### src/shared/hsc_pkg.sv
package hsc_pkg;
   // ****************************************************
   // register map
   // ****************************************************
   localparam logic [7:0] ADDR_SCALE_SEL = 8'h30;
   localparam logic [7:0] ADDR_STORE_EN = 8'h31;
   localparam logic [7:0] ADDR_TRIP_RATIO = 8'h5E;
   localparam logic [7:0] ADDR_BREAKER = 8'h5F;
   localparam logic [7:0] ADDR_PIN_STATE = 8'h60;
   localparam logic [7:0] ADDR_LIMIT_STATE = 8'h61;
   localparam logic [7:0] ADDR_RETRY_STATE = 8'h62;
   localparam logic [7:0] ADDR_UV_FLAGS = 8'h63;
   localparam logic [7:0] ADDR_OV_FLAGS = 8'h64;
   localparam logic [7:0] ADDR_OC_FLAGS = 8'h65;
   localparam logic [7:0] ADDR_PG_DELAY = 8'h66;
   localparam logic [7:0] ADDR_FORCE_KEY = 8'h67;
   localparam logic [7:0] ADDR_FORCE_SEL = 8'h68;
   localparam logic [7:0] ADDR_CHAN_EN = 8'h69;
   localparam logic [7:0] ADDR_DGL_OC = 8'h6A;
   localparam logic [7:0] ADDR_UNDERVOLTAGE_DEGLITCH_ENABLE = 8'h6B;
   localparam logic [7:0] ADDR_OVERVOLTAGE_DEGLITCH_ENABLE = 8'h6C;
   localparam logic [7:0] ADDR_READ_WIDTH = 8'h6D;
   localparam logic [7:0] ADDR_POST_STOP = 8'h72;
   localparam logic [7:0] ADDR_EXT_CLEAR = 8'h73;
   localparam logic [7:0] ADDR_EXT_FREEZE = 8'h74;

   // ****************************************************
   // reset values and keys
   // ****************************************************
   localparam logic [7:0] RST_ZERO = 8'h00;
   localparam logic [7:0] RST_STORE_EN = 8'hFF;
   localparam logic [7:0] RST_TRIP_RATIO = 8'hFF;
   localparam logic [7:0] RST_POST_STOP = 8'h19;
   localparam logic [7:0] FORCE_KEY_VALUE = 8'hA5;
   localparam logic [7:0] CHAN_EN_HW_HIGH = 8'hAA;

   // ****************************************************
   // field layout
   // ****************************************************
   localparam int ON_LSB = 0;
   localparam int MODE_LSB = 4;
   localparam int PROT_LSB = 6;
   localparam int CRIT_LSB = 4;
   localparam int ALERT_BIT = 4;

   // ****************************************************
   // decoded three-state codes
   // ****************************************************
   localparam logic [1:0] MODE_GROUPED = 2'h0;
   localparam logic [1:0] MODE_PAIRED = 2'h1;
   localparam logic [1:0] MODE_INDEP = 2'h2;
   localparam logic [1:0] PROT_ALERT = 2'h0;
   localparam logic [1:0] PROT_PG = 2'h1;
   localparam logic [1:0] PROT_SHUT = 2'h2;

   // ****************************************************
   // timing
   // ****************************************************
   localparam int CLK_MHZ = 250;
   localparam int PG_UNIT_US = 1;
   localparam int PG_UNIT_CYCLES = PG_UNIT_US * CLK_MHZ;
endpackage

### src/logic/hsc_enable_ctrl.sv
`timescale 1ns/1ps
`default_nettype none
// Overview of operation
// RULE1 - mode low: channels shut down independently
// RULE2 - mode high: pairs 1/3 and 2/4 shut together
// RULE3 - mode unconnected: any fault shuts all four
// RULE4 - channel on when two of three inputs set
// RULE5 - supply rise loads second bits from hardware enable
// RULE6 - host writes enables; first bits reset zero
// RULE7 - request comparator drives status bits 3:0
// RULE8 - request bit n maps to channel n+1
// RULE9 - status 5:4 report grouping code, never 11
// RULE10 - protection 00: critical faults only alert
// RULE11 - protection 01: alert and drop power good
// RULE12 - protection 10: alert, drop good, shut group
// RULE13 - force-on works only with key A5 loaded
// RULE14 - keep recording stop-delay samples after shutdown
// RULE15 - readout width register selects 8 or 10 bits
// RULE16 - per-channel extreme clear bits, reset zero
// RULE17 - per-channel extreme freeze bits, reset zero
// RULE18 - delay from qualifying measurement to power good
// RULE19 - deglitch enable registers reset to zero
// RULE20 - store enable register resets to all ones
// RULE21 - synchronise pin inputs before use; hardware enable input is used unsynchronised
module hsc_enable_ctrl #(
   parameter int NCH = 4,
   parameter int PG_UNIT = hsc_pkg::PG_UNIT_CYCLES
) (
   input wire logic i_clk,
   input wire logic i_rstn,
   input wire logic i_ce,
   input wire logic i_supply_ok,
   input wire logic i_hardware_enable_input,
   input wire logic i_mode_high,
   input wire logic i_mode_low,
   input wire logic i_prot_high,
   input wire logic i_prot_low,
   input wire logic [3:0] i_on_cmp,
   input wire logic [3:0] i_breaker_trip,
   input wire logic [7:0] i_breaker_flags,
   input wire logic [7:0] i_limit_state,
   input wire logic [3:0] i_undervoltage_warning,
   input wire logic [3:0] i_undervoltage_critical,
   input wire logic [3:0] i_overvoltage_warning,
   input wire logic [3:0] i_overvoltage_critical,
   input wire logic [3:0] i_oc_warning,
   input wire logic [3:0] i_mon_qualified,
   input wire logic i_sample_tick,
   input wire logic [7:0] i_reg_addr,
   input wire logic [7:0] i_reg_wdata,
   input wire logic i_reg_wr,
   input wire logic i_reg_rd,
   output logic [7:0] o_reg_rdata,
   output logic [3:0] o_gate_on,
   output logic [3:0] o_power_good_output,
   output logic o_alert,
   output logic [7:0] o_history_record,
   output logic o_history_hi_only,
   output logic [3:0] o_extreme_clear,
   output logic [3:0] o_extreme_freeze,
   output logic [7:0] o_scale_select,
   output logic [7:0] o_trip_ratio,
   output logic [7:0] o_dgl_oc,
   output logic [7:0] o_undervoltage_deglitch_enable,
   output logic [7:0] o_overvoltage_deglitch_enable
);
   // ****************************************************
   // pin synchronisers
   // ****************************************************
   localparam int NPIN = 9;
   logic [NPIN-1:0] pin_raw, pin_s1, pin_s2, pin_s3, pin_stable, next_pin_stable;

   assign pin_raw = {i_supply_ok, i_mode_high, i_mode_low, i_prot_high, i_prot_low, i_on_cmp};
   // a bit moves only once the two later stages agree
   assign next_pin_stable = (pin_stable & (pin_s2 ^ pin_s3)) | (pin_s2 & ~(pin_s2 ^ pin_s3));

   // three-stage capture of asynchronous pins
   always_ff @(posedge i_clk or negedge i_rstn) begin
      if (!i_rstn) begin
         pin_s1 <= '0;
         pin_s2 <= '0;
         pin_s3 <= '0;
         pin_stable <= '0;
      end else if (i_ce) begin
         pin_s1 <= pin_raw;
         pin_s2 <= pin_s1;
         pin_s3 <= pin_s2;
         // RULE21 synchronised pin use
         pin_stable <= next_pin_stable;
      end
   end

   logic supply_ok, supply_prev, supply_rise;
   logic [3:0] on_req;
   logic [1:0] mode_code, prot_code;

   assign supply_ok = pin_stable[8];
   // RULE7 comparator to status
   assign on_req = pin_stable[3:0];
   // both pulled levels seen means a floating pin, same as open
   // RULE9 grouping decode
   assign mode_code = (pin_stable[6] && !pin_stable[7]) ? hsc_pkg::MODE_INDEP :
                      (pin_stable[7] && !pin_stable[6]) ? hsc_pkg::MODE_PAIRED :
                      hsc_pkg::MODE_GROUPED;
   assign prot_code = (pin_stable[4] && !pin_stable[5]) ? hsc_pkg::PROT_SHUT :
                      (pin_stable[5] && !pin_stable[4]) ? hsc_pkg::PROT_PG :
                      hsc_pkg::PROT_ALERT;
   assign supply_rise = supply_ok && !supply_prev;

   // ****************************************************
   // register file
   // ****************************************************
   logic [7:0] scale_sel, store_en, trip_ratio, pg_delay, force_key, force_sel, chan_en;
   logic [7:0] dgl_oc, undervoltage_deglitch_enable, overvoltage_deglitch_enable, read_width, post_stop, ext_clear, ext_freeze;
   logic [7:0] uv_flags, ov_flags, oc_flags, next_chan_en, hw_en_value;

   function automatic logic wr_hit(input logic [7:0] addr);
      wr_hit = i_reg_wr && (i_reg_addr == addr);
   endfunction

   function automatic logic rd_hit(input logic [7:0] addr);
      rd_hit = i_reg_rd && (i_reg_addr == addr);
   endfunction

   // RULE5 hardware enable load value
   assign hw_en_value = i_hardware_enable_input ? hsc_pkg::CHAN_EN_HW_HIGH : hsc_pkg::RST_ZERO;
   // supply rise wins over a host write in the same cycle
   // RULE6 host writes both bits
   assign next_chan_en = supply_rise ? hw_en_value :
                         wr_hit(hsc_pkg::ADDR_CHAN_EN) ? i_reg_wdata : chan_en;

   // plain read/write registers
   always_ff @(posedge i_clk or negedge i_rstn) begin
      if (!i_rstn) begin
         scale_sel <= hsc_pkg::RST_ZERO;
         // RULE20 store enable reset
         store_en <= hsc_pkg::RST_STORE_EN;
         trip_ratio <= hsc_pkg::RST_TRIP_RATIO;
         pg_delay <= hsc_pkg::RST_ZERO;
         force_key <= hsc_pkg::RST_ZERO;
         force_sel <= hsc_pkg::RST_ZERO;
         // RULE6 first bits start zero
         chan_en <= hsc_pkg::RST_ZERO;
         // RULE19 deglitch off after reset
         dgl_oc <= hsc_pkg::RST_ZERO;
         undervoltage_deglitch_enable <= hsc_pkg::RST_ZERO;
         overvoltage_deglitch_enable <= hsc_pkg::RST_ZERO;
         read_width <= hsc_pkg::RST_ZERO;
         post_stop <= hsc_pkg::RST_POST_STOP;
         ext_clear <= hsc_pkg::RST_ZERO;
         ext_freeze <= hsc_pkg::RST_ZERO;
         supply_prev <= 1'b0;
      end else if (i_ce) begin
         supply_prev <= supply_ok;
         chan_en <= next_chan_en;
         if (wr_hit(hsc_pkg::ADDR_SCALE_SEL)) scale_sel <= i_reg_wdata;
         if (wr_hit(hsc_pkg::ADDR_STORE_EN)) store_en <= i_reg_wdata;
         if (wr_hit(hsc_pkg::ADDR_TRIP_RATIO)) trip_ratio <= i_reg_wdata;
         if (wr_hit(hsc_pkg::ADDR_PG_DELAY)) pg_delay <= i_reg_wdata;
         if (wr_hit(hsc_pkg::ADDR_FORCE_KEY)) force_key <= i_reg_wdata;
         if (wr_hit(hsc_pkg::ADDR_FORCE_SEL)) force_sel <= i_reg_wdata;
         if (wr_hit(hsc_pkg::ADDR_DGL_OC)) dgl_oc <= i_reg_wdata;
         if (wr_hit(hsc_pkg::ADDR_UNDERVOLTAGE_DEGLITCH_ENABLE)) undervoltage_deglitch_enable <= i_reg_wdata;
         if (wr_hit(hsc_pkg::ADDR_OVERVOLTAGE_DEGLITCH_ENABLE)) overvoltage_deglitch_enable <= i_reg_wdata;
         if (wr_hit(hsc_pkg::ADDR_READ_WIDTH)) read_width <= i_reg_wdata;
         if (wr_hit(hsc_pkg::ADDR_POST_STOP)) post_stop <= i_reg_wdata;
         if (wr_hit(hsc_pkg::ADDR_EXT_CLEAR)) ext_clear <= i_reg_wdata;
         if (wr_hit(hsc_pkg::ADDR_EXT_FREEZE)) ext_freeze <= i_reg_wdata;
      end
   end

   // ****************************************************
   // fault flags, cleared by reading
   // ****************************************************
   logic [7:0] uv_events, ov_events, oc_events;

   assign uv_events = {i_undervoltage_critical, i_undervoltage_warning};
   assign ov_events = {i_overvoltage_critical, i_overvoltage_warning};
   assign oc_events = {4'h0, i_oc_warning};

   // a new event in the read cycle survives the clear
   always_ff @(posedge i_clk or negedge i_rstn) begin
      if (!i_rstn) begin
         uv_flags <= hsc_pkg::RST_ZERO;
         ov_flags <= hsc_pkg::RST_ZERO;
         oc_flags <= hsc_pkg::RST_ZERO;
      end else if (i_ce) begin
         uv_flags <= (rd_hit(hsc_pkg::ADDR_UV_FLAGS) ? 8'h00 : uv_flags) | uv_events;
         ov_flags <= (rd_hit(hsc_pkg::ADDR_OV_FLAGS) ? 8'h00 : ov_flags) | ov_events;
         oc_flags <= (rd_hit(hsc_pkg::ADDR_OC_FLAGS) ? 8'h00 : oc_flags) | oc_events;
      end
   end

   // ****************************************************
   // enable, force-on and grouped shutdown
   // ****************************************************
   logic [3:0] first_en, second_en, majority, force_on, crit;
   logic [3:0] own_fault, group_fault, shut, next_shut;

   assign first_en = {chan_en[6], chan_en[4], chan_en[2], chan_en[0]};
   assign second_en = {chan_en[7], chan_en[5], chan_en[3], chan_en[1]};
   // RULE4 two-of-three vote
   assign majority = supply_ok ? ((first_en & second_en) | (first_en & on_req) |
                     (second_en & on_req)) : 4'h0;
   // RULE13 key gates force-on
   assign force_on = (force_key == hsc_pkg::FORCE_KEY_VALUE) ? force_sel[3:0] : 4'h0;
   assign crit = i_undervoltage_critical | i_overvoltage_critical;
   // RULE12 critical shuts only under code 10
   assign own_fault = i_breaker_trip | ((prot_code == hsc_pkg::PROT_SHUT) ? crit : 4'h0);
   // RULE1 independent
   // RULE2 pairs 1/3 and 2/4
   // RULE3 all four
   assign group_fault = (mode_code == hsc_pkg::MODE_INDEP) ? own_fault :
                        (mode_code == hsc_pkg::MODE_PAIRED) ?
                        (own_fault | {own_fault[1:0], own_fault[3:2]}) :
                        ((|own_fault) ? 4'hF : 4'h0);
   // a shut channel restarts only after its enable vote drops
   assign next_shut = (shut | group_fault) & majority;

   always_ff @(posedge i_clk or negedge i_rstn) begin
      if (!i_rstn) begin
         shut <= 4'h0;
         o_gate_on <= 4'h0;
      end else if (i_ce) begin
         shut <= next_shut;
         o_gate_on <= (majority & ~next_shut) | force_on;
      end
   end

   // ****************************************************
   // power-good delay per channel
   // ****************************************************
   localparam int UW = $clog2(PG_UNIT + 1);
   logic [UW-1:0] unit_cnt;
   logic unit_tick;
   logic [7:0] pg_cnt [NCH];
   logic [3:0] pg_block;
   logic [3:0] next_pg;

   assign unit_tick = (unit_cnt == UW'(PG_UNIT - 1));
   // RULE11 critical drops power good
   assign pg_block = (prot_code != hsc_pkg::PROT_ALERT) ? crit : 4'h0;

   always_ff @(posedge i_clk or negedge i_rstn) begin
      if (!i_rstn) begin
         unit_cnt <= '0;
      end else if (i_ce) begin
         unit_cnt <= unit_tick ? '0 : unit_cnt + UW'(1);
      end
   end

   // RULE18 count then assert power good
   for (genvar c = 0; c < NCH; c++) begin : g_pg
      assign next_pg[c] = o_gate_on[c] && i_mon_qualified[c] && !pg_block[c] &&
                          (pg_cnt[c] >= pg_delay);
      always_ff @(posedge i_clk or negedge i_rstn) begin
         if (!i_rstn) begin
            pg_cnt[c] <= 8'h00;
            o_power_good_output[c] <= 1'b0;
         end else if (i_ce) begin
            if (!(o_gate_on[c] && i_mon_qualified[c])) begin
               pg_cnt[c] <= 8'h00;
            end else if (unit_tick && pg_cnt[c] < pg_delay) begin
               pg_cnt[c] <= pg_cnt[c] + 8'h01;
            end
            o_power_good_output[c] <= next_pg[c];
         end
      end
   end

   // ****************************************************
   // history recording after shutdown
   // ****************************************************
   logic [7:0] post_cnt [NCH];
   logic [3:0] rec_stop;
   logic [3:0] gate_prev;

   // RULE14 post-shutdown sample count
   for (genvar c = 0; c < NCH; c++) begin : g_hist
      always_ff @(posedge i_clk or negedge i_rstn) begin
         if (!i_rstn) begin
            post_cnt[c] <= 8'h00;
            rec_stop[c] <= 1'b0;
            gate_prev[c] <= 1'b0;
         end else if (i_ce) begin
            gate_prev[c] <= o_gate_on[c];
            if (o_gate_on[c]) begin
               rec_stop[c] <= 1'b0;
               post_cnt[c] <= 8'h00;
            end else if (gate_prev[c]) begin
               post_cnt[c] <= post_stop;
               rec_stop[c] <= (post_stop == 8'h00);
            end else if (i_sample_tick && post_cnt[c] != 8'h00) begin
               post_cnt[c] <= post_cnt[c] - 8'h01;
               rec_stop[c] <= (post_cnt[c] == 8'h01);
            end
         end
      end
   end

   // ****************************************************
   // output drive and read mux
   // ****************************************************
   logic [7:0] pin_state;
   logic [7:0] retry_state;
   logic [7:0] next_rdata;
   logic next_alert;

   // RULE8 channel n at bit n-1
   assign pin_state = {prot_code, mode_code, on_req};
   // RULE10 warnings and criticals alert
   assign next_alert = |{uv_flags, ov_flags, oc_flags};
   assign retry_state = {3'h0, o_alert, o_power_good_output};

   always_comb begin
      unique case (i_reg_addr)
         hsc_pkg::ADDR_SCALE_SEL: next_rdata = scale_sel;
         hsc_pkg::ADDR_STORE_EN: next_rdata = store_en;
         hsc_pkg::ADDR_TRIP_RATIO: next_rdata = trip_ratio;
         hsc_pkg::ADDR_BREAKER: next_rdata = i_breaker_flags;
         hsc_pkg::ADDR_PIN_STATE: next_rdata = pin_state;
         hsc_pkg::ADDR_LIMIT_STATE: next_rdata = i_limit_state;
         hsc_pkg::ADDR_RETRY_STATE: next_rdata = retry_state;
         hsc_pkg::ADDR_UV_FLAGS: next_rdata = uv_flags;
         hsc_pkg::ADDR_OV_FLAGS: next_rdata = ov_flags;
         hsc_pkg::ADDR_OC_FLAGS: next_rdata = oc_flags;
         hsc_pkg::ADDR_PG_DELAY: next_rdata = pg_delay;
         hsc_pkg::ADDR_FORCE_KEY: next_rdata = force_key;
         hsc_pkg::ADDR_FORCE_SEL: next_rdata = force_sel;
         hsc_pkg::ADDR_CHAN_EN: next_rdata = chan_en;
         hsc_pkg::ADDR_DGL_OC: next_rdata = dgl_oc;
         hsc_pkg::ADDR_UNDERVOLTAGE_DEGLITCH_ENABLE: next_rdata = undervoltage_deglitch_enable;
         hsc_pkg::ADDR_OVERVOLTAGE_DEGLITCH_ENABLE: next_rdata = overvoltage_deglitch_enable;
         hsc_pkg::ADDR_READ_WIDTH: next_rdata = read_width;
         hsc_pkg::ADDR_POST_STOP: next_rdata = post_stop;
         hsc_pkg::ADDR_EXT_CLEAR: next_rdata = ext_clear;
         hsc_pkg::ADDR_EXT_FREEZE: next_rdata = ext_freeze;
         default: next_rdata = 8'h00;
      endcase
   end

   always_ff @(posedge i_clk or negedge i_rstn) begin
      if (!i_rstn) begin
         o_reg_rdata <= 8'h00;
         o_alert <= 1'b0;
      end else if (i_ce) begin
         if (i_reg_rd) o_reg_rdata <= next_rdata;
         o_alert <= next_alert;
      end
   end

   // stores gated per channel once the post-stop count runs out
   assign o_history_record = store_en & {rec_stop, rec_stop} ^ store_en;
   // RULE15 readout width select
   assign o_history_hi_only = read_width[0];
   // RULE16 extreme clear bits
   assign o_extreme_clear = ext_clear[3:0];
   // RULE17 extreme freeze bits
   assign o_extreme_freeze = ext_freeze[3:0];
   assign o_scale_select = scale_sel;
   assign o_trip_ratio = trip_ratio;
   assign o_dgl_oc = dgl_oc;
   assign o_undervoltage_deglitch_enable = undervoltage_deglitch_enable;
   assign o_overvoltage_deglitch_enable = overvoltage_deglitch_enable;

   // ****************************************************
   // checks
   // ****************************************************
   AST_MAJORITY: assert property (@(posedge i_clk) disable iff (!i_rstn) // RULE4
      (i_ce && force_on == 4'h0 && shut == 4'h0 && group_fault == 4'h0)
      |=> o_gate_on == $past(majority)) else $error("gate not majority vote");
   AST_HARDWARE_ENABLE_INPUT_LOAD: assert property (@(posedge i_clk) disable iff (!i_rstn) // RULE5
      (i_ce && supply_rise) |=> chan_en == (($past(i_hardware_enable_input)) ? 8'hAA : 8'h00))
      else $error("enable bits not loaded");
   AST_STATUS_ON: assert property (@(posedge i_clk) disable iff (!i_rstn) // RULE7
      (i_ce && i_reg_rd && i_reg_addr == 8'h60) |=> o_reg_rdata[3:0] == $past(on_req))
      else $error("request status wrong");
   AST_MODE_CODE: assert property (@(posedge i_clk) disable iff (!i_rstn) // RULE9
      mode_code != 2'h3 && prot_code != 2'h3) else $error("illegal code");
   AST_INDEP: assert property (@(posedge i_clk) disable iff (!i_rstn) // RULE1
      (mode_code == 2'h2) |-> group_fault == own_fault) else $error("independent leak");
   AST_PAIR: assert property (@(posedge i_clk) disable iff (!i_rstn) // RULE2
      (i_ce && mode_code == 2'h1 && own_fault[0] && majority[2] && force_on[2] == 1'b0)
      |=> !o_gate_on[2]) else $error("pair partner stays on");
   AST_GROUP: assert property (@(posedge i_clk) disable iff (!i_rstn) // RULE3
      (mode_code == 2'h0 && own_fault != 4'h0) |-> group_fault == 4'hF)
      else $error("group not shut");
   AST_FORCE_KEY: assert property (@(posedge i_clk) disable iff (!i_rstn) // RULE13
      (force_key != 8'hA5) |-> force_on == 4'h0) else $error("force without key");
   AST_PG_DROP: assert property (@(posedge i_clk) disable iff (!i_rstn) // RULE11
      (i_ce && prot_code == 2'h1 && crit[0]) |=> !o_power_good_output[0])
      else $error("power good kept on critical");
endmodule
`default_nettype wire

### config.mk
export PLATFORM = sky130hd
export DESIGN_NAME = hsc_enable_ctrl
export DESIGN_NICKNAME = d
export VERILOG_FILES = /design/src/shared/hsc_pkg.sv /design/src/logic/hsc_enable_ctrl.sv
export SDC_FILE = /design/constraint.sdc
export NUM_CORES = 1
export LEC_CHECK = 0
export BUFFER_PORTS_ARGS = -buffer_cell sky130_fd_sc_hd__clkbuf_2
export CORE_MARGIN = 5
export CORE_UTILIZATION = 30
export DETAILED_ROUTE_END_ITERATION = 7
export PLACE_DENSITY_LB_ADDON = 0.12
export SYNTH_ARGS = -nofsm -noshare
export SYNTH_HDL_FRONTEND = slang
export SYNTH_SLANG_ARGS = --single-unit
### constraint.sdc
create_clock -name i_clk -period 6.9 [get_ports i_clk]
set_input_delay 1.38 -clock i_clk [delete_from_list [all_inputs] [get_ports i_clk]]
set_output_delay 1.38 -clock i_clk [all_outputs]
set_load 0.01 [all_outputs]
==> impl_metrics.yaml <==
power:
  finalPower_mw: 4.77
  power_density_nw_per_um2: 279
  peakVddDrop_mv: 0.166
  leakagePower_nw: 7.64
min_path:
  whs_path_depth: 2
  min_to: "post_cnt[6]"
  hold_start: "post_cnt[6]"
  hold_class: "flip-flop to flip-flop"
logic_synthesis:
  synth_seq_cells: 270
  synth_edf_count: 0
  yosysWarnings: 0
  synth_cell_types: 78
  synthFlopType: "dfrtp_1"
  synth_cells: 1465
  async_flop_share_pct: 100
  synth_nets: 1594
  seq_area_frac_synth_pct: 46.1
  avgSynthCellArea_um2: 10.0
  synth.cell_area_um2: 14700
sta:
  fin_hold_ws_ns: 0.498
  hold_viol: 0
  fin_worst_skew_ns: 0.0237
  max_freq_ghz: 0.250
  fin_setup_tns_ns: 0
  slew-limit-headroom_pct: 19.9
  final-setup-viol-count: 0
  worst_pin_slew_ns: 1.19
  rsz0062_at_grt: "no"
  slew_viol_final: 0
  timing.final.ws_setup_ns: 2.90
  period_minus_slack_ns: 4.00
  post-route-period-util_pct: 58.0
route:
  first_iter_violations: 1024
  wirelength_um: 53800
  ant_nets: 0
  drtPass1Iterations: 8
  wl_per_cell_um: 24.2
  drc: 0
  via_per_inst: 5.60
  vias: 12435
grt:
  first_global_vias: 12271
  antenna_found_initial: 3
  globalRoute.totalOverflow: 0
  grt_max_degree: 117
  grt_use_total_pct: 19.9
  grt_pass1_wl_um: 81200
worst_setup_path:
  required_ns: 7.33
  critPathLaunchType: "input pin"
  cp_max_fo: 16
  cp-end-kind: "flip-flop"
  r2r-end: "post_cnt[4]"
  crit-reg2reg-launch: "post_cnt[4]"
  cp.arrival_ns: 4.43
  reg2reg_depth: 6
  critPathKind: "input pin to flip-flop"
  slowest_stage: "nor3_2"
  r2r_slack_ns: 4.17
  critPathMaxStageDelay_ns: 0.79
  path_cells: "clkbuf_2 -> inv_1 -> nor2_1 -> nand3_1 -> nor3_2 -> mux2_2"
floorplan:
  ioPinCount: 150
  rows: 81
  start_util_pct: 30.2
  dieArea_um2: 53500
  die_h_um: 231
  die_w_um: 231
  core_area_um2: 48600
finish:
  mostFrequentLayoutCells: "dfrtp_1, clkbuf_2, mux2_2"
  area_growth_pct: 16.4
  layout-drive-gt1-share_pct: 23.9
  design_area_um2: 17100
  fillers: 4939
  final_common_cell: "dfrtp_1"
  nNetsFinal: 1701
place:
  io_buffer_count: 149
  post-place-ws_ns: 2.50
  place.gp.congestion: 0.925
  post_dp_cell_area_um2: 15900
  hpwl_um: 38500
status:
  status: "finished, final reports clean"
clock_network:
  clkLatencyLatePin_ns: 0.55
  cts_setup_buffers: 0
  root_buffer: "clkbuf_16"
  numCtsBuffers: 36
  path_clk_slew_ns: 0.06
  cts_resized: 0
  cts_tree: "built"
  htree_levels: 2
  cts_hold_buf: 0
  clock_sinks: 270
  clk_path_buf_depth: 3
flow_run:
  maxCapViolCount: 0
==> cell type report <==
| class | instances | area (um^2) | share of cell area [%] |
|---|---|---|---|
| diodes | 1 | 2.50 | 0.0146 |
| clock buffers | 53 | 1080 | 6.30 |
| clock inverters | 11 | 124 | 0.724 |
| inverters | 50 | 188 | 1.10 |
| multi-input cells | 1058 | 7320 | 42.8 |
| flip-flops and latches | 270 | 6780 | 39.7 |
| well taps | 622 | 778 | 4.55 |
| repair buffers | 156 | 823 | 4.82 |
==> worst max-delay path by stage <==
stage,endpoint,slack [ns],startpoint
floorplan,store_en[0],3.87,i_reg_addr[3]
global placement,read_width[1],2.50,i_reg_addr[0]
detailed placement,read_width[2],2.50,i_reg_addr[0]
CTS,read_width[3],3.08,i_reg_addr[0]
global route,read_width[3],2.87,i_reg_addr[0]
finish,read_width[5],2.90,i_reg_addr[0]
==> power breakdown <==
| group | switching (mW) | leakage (nW) | internal [mW] | total (mW) |
|---|---|---|---|---|
| clock | 0.738 | 0.583 | 1.16 | 1.90 |
| combinational | 0.523 | 3.66 | 0.336 | 0.859 |
| sequential | 0.228 | 3.40 | 1.78 | 2.01 |
==> worst max-delay path: cells and delay by family <==
| kind | cells | cell delay, ns |
|---|---|---|
| buffers and inverters | 2 | 0.74 |
| muxes | 1 | 0.41 |
| and+or+nand+nor | 3 | 1.87 |
==> kinds of logic after synthesis <==
logic type / synth area share, %
and+or+nand+nor: 15.5
AOI/OAI and AO/OA: 17.9
DFF: 46.1
muxes: 11.2
buffers and inverters: 4.01
adders and majority gates: 4.79
xor gates and xnor gates: 0.417
==> registers in the layout, summed over array words and instances, names as in the netlist, 9 cells and up, named ones only <==
register / cells
pg_cnt: 32
pin_s1: 9
pin_s2: 9
pin_s3: 9
post_cnt: 32
==> stage by stage <==
step           utilization, %  std cells
2_1_floorplan               -       1465
3_3_place_gp             32.7       2156
3_5_place_dp             32.7       2156
4_1_cts                  35.1       2220
5_1_grt                  35.1       2221
6_report                 35.1       2221
==> layer usage <==
| layer | up-vias | wire [um] | track usage, % |
|---|---|---|---|
| li1 | 5650 | - | - |
| met5 | - | 11 | 0 |
| met3 | 98 | 4350 | 5.41 |
| met4 | 2 | 1800 | 6.63 |
| met2 | 463 | 22900 | 29.0 |
| met1 | 6222 | 24800 | 28.5 |
==> cells in the mapped netlist, types with 8 or more instances <==
cell type / count / share of area [%]
o2bb2ai_1: 8 / 0.48
mux2_2: 125 / 9.6
a31oi_1: 19 / 0.81
nand3_1: 56 / 1.9
a21oi_1: 99 / 3.4
nand4_1: 21 / 0.89
o221ai_1: 8 / 0.48
nor2b_1: 19 / 0.81
mux2i_1: 22 / 1.5
nand2b_1: 16 / 0.68
clkbuf_1: 47 / 1.2
a22oi_1: 13 / 0.66
dfrtp_1: 251 / 43
o31ai_1: 30 / 1.5
o211ai_1: 10 / 0.51
buf_1: 8 / 0.20
a21o_1: 13 / 0.66
o21ai_0: 118 / 4.0
inv_1: 49 / 1.3
nor3_1: 25 / 0.85
nor3b_1: 8 / 0.41
nand2_1: 98 / 2.5
and3_1: 17 / 0.72
or4_1: 17 / 0.87
dfstp_2: 19 / 3.4
nor2_1: 87 / 2.2
or3_1: 11 / 0.47
buf_4: 9 / 0.46
buf_2: 20 / 0.68
a22o_1: 32 / 1.9
a221oi_1: 8 / 0.48
nor4_1: 17 / 0.72
ha_1: 53 / 4.5
Power figures use the tool's default switching activity.
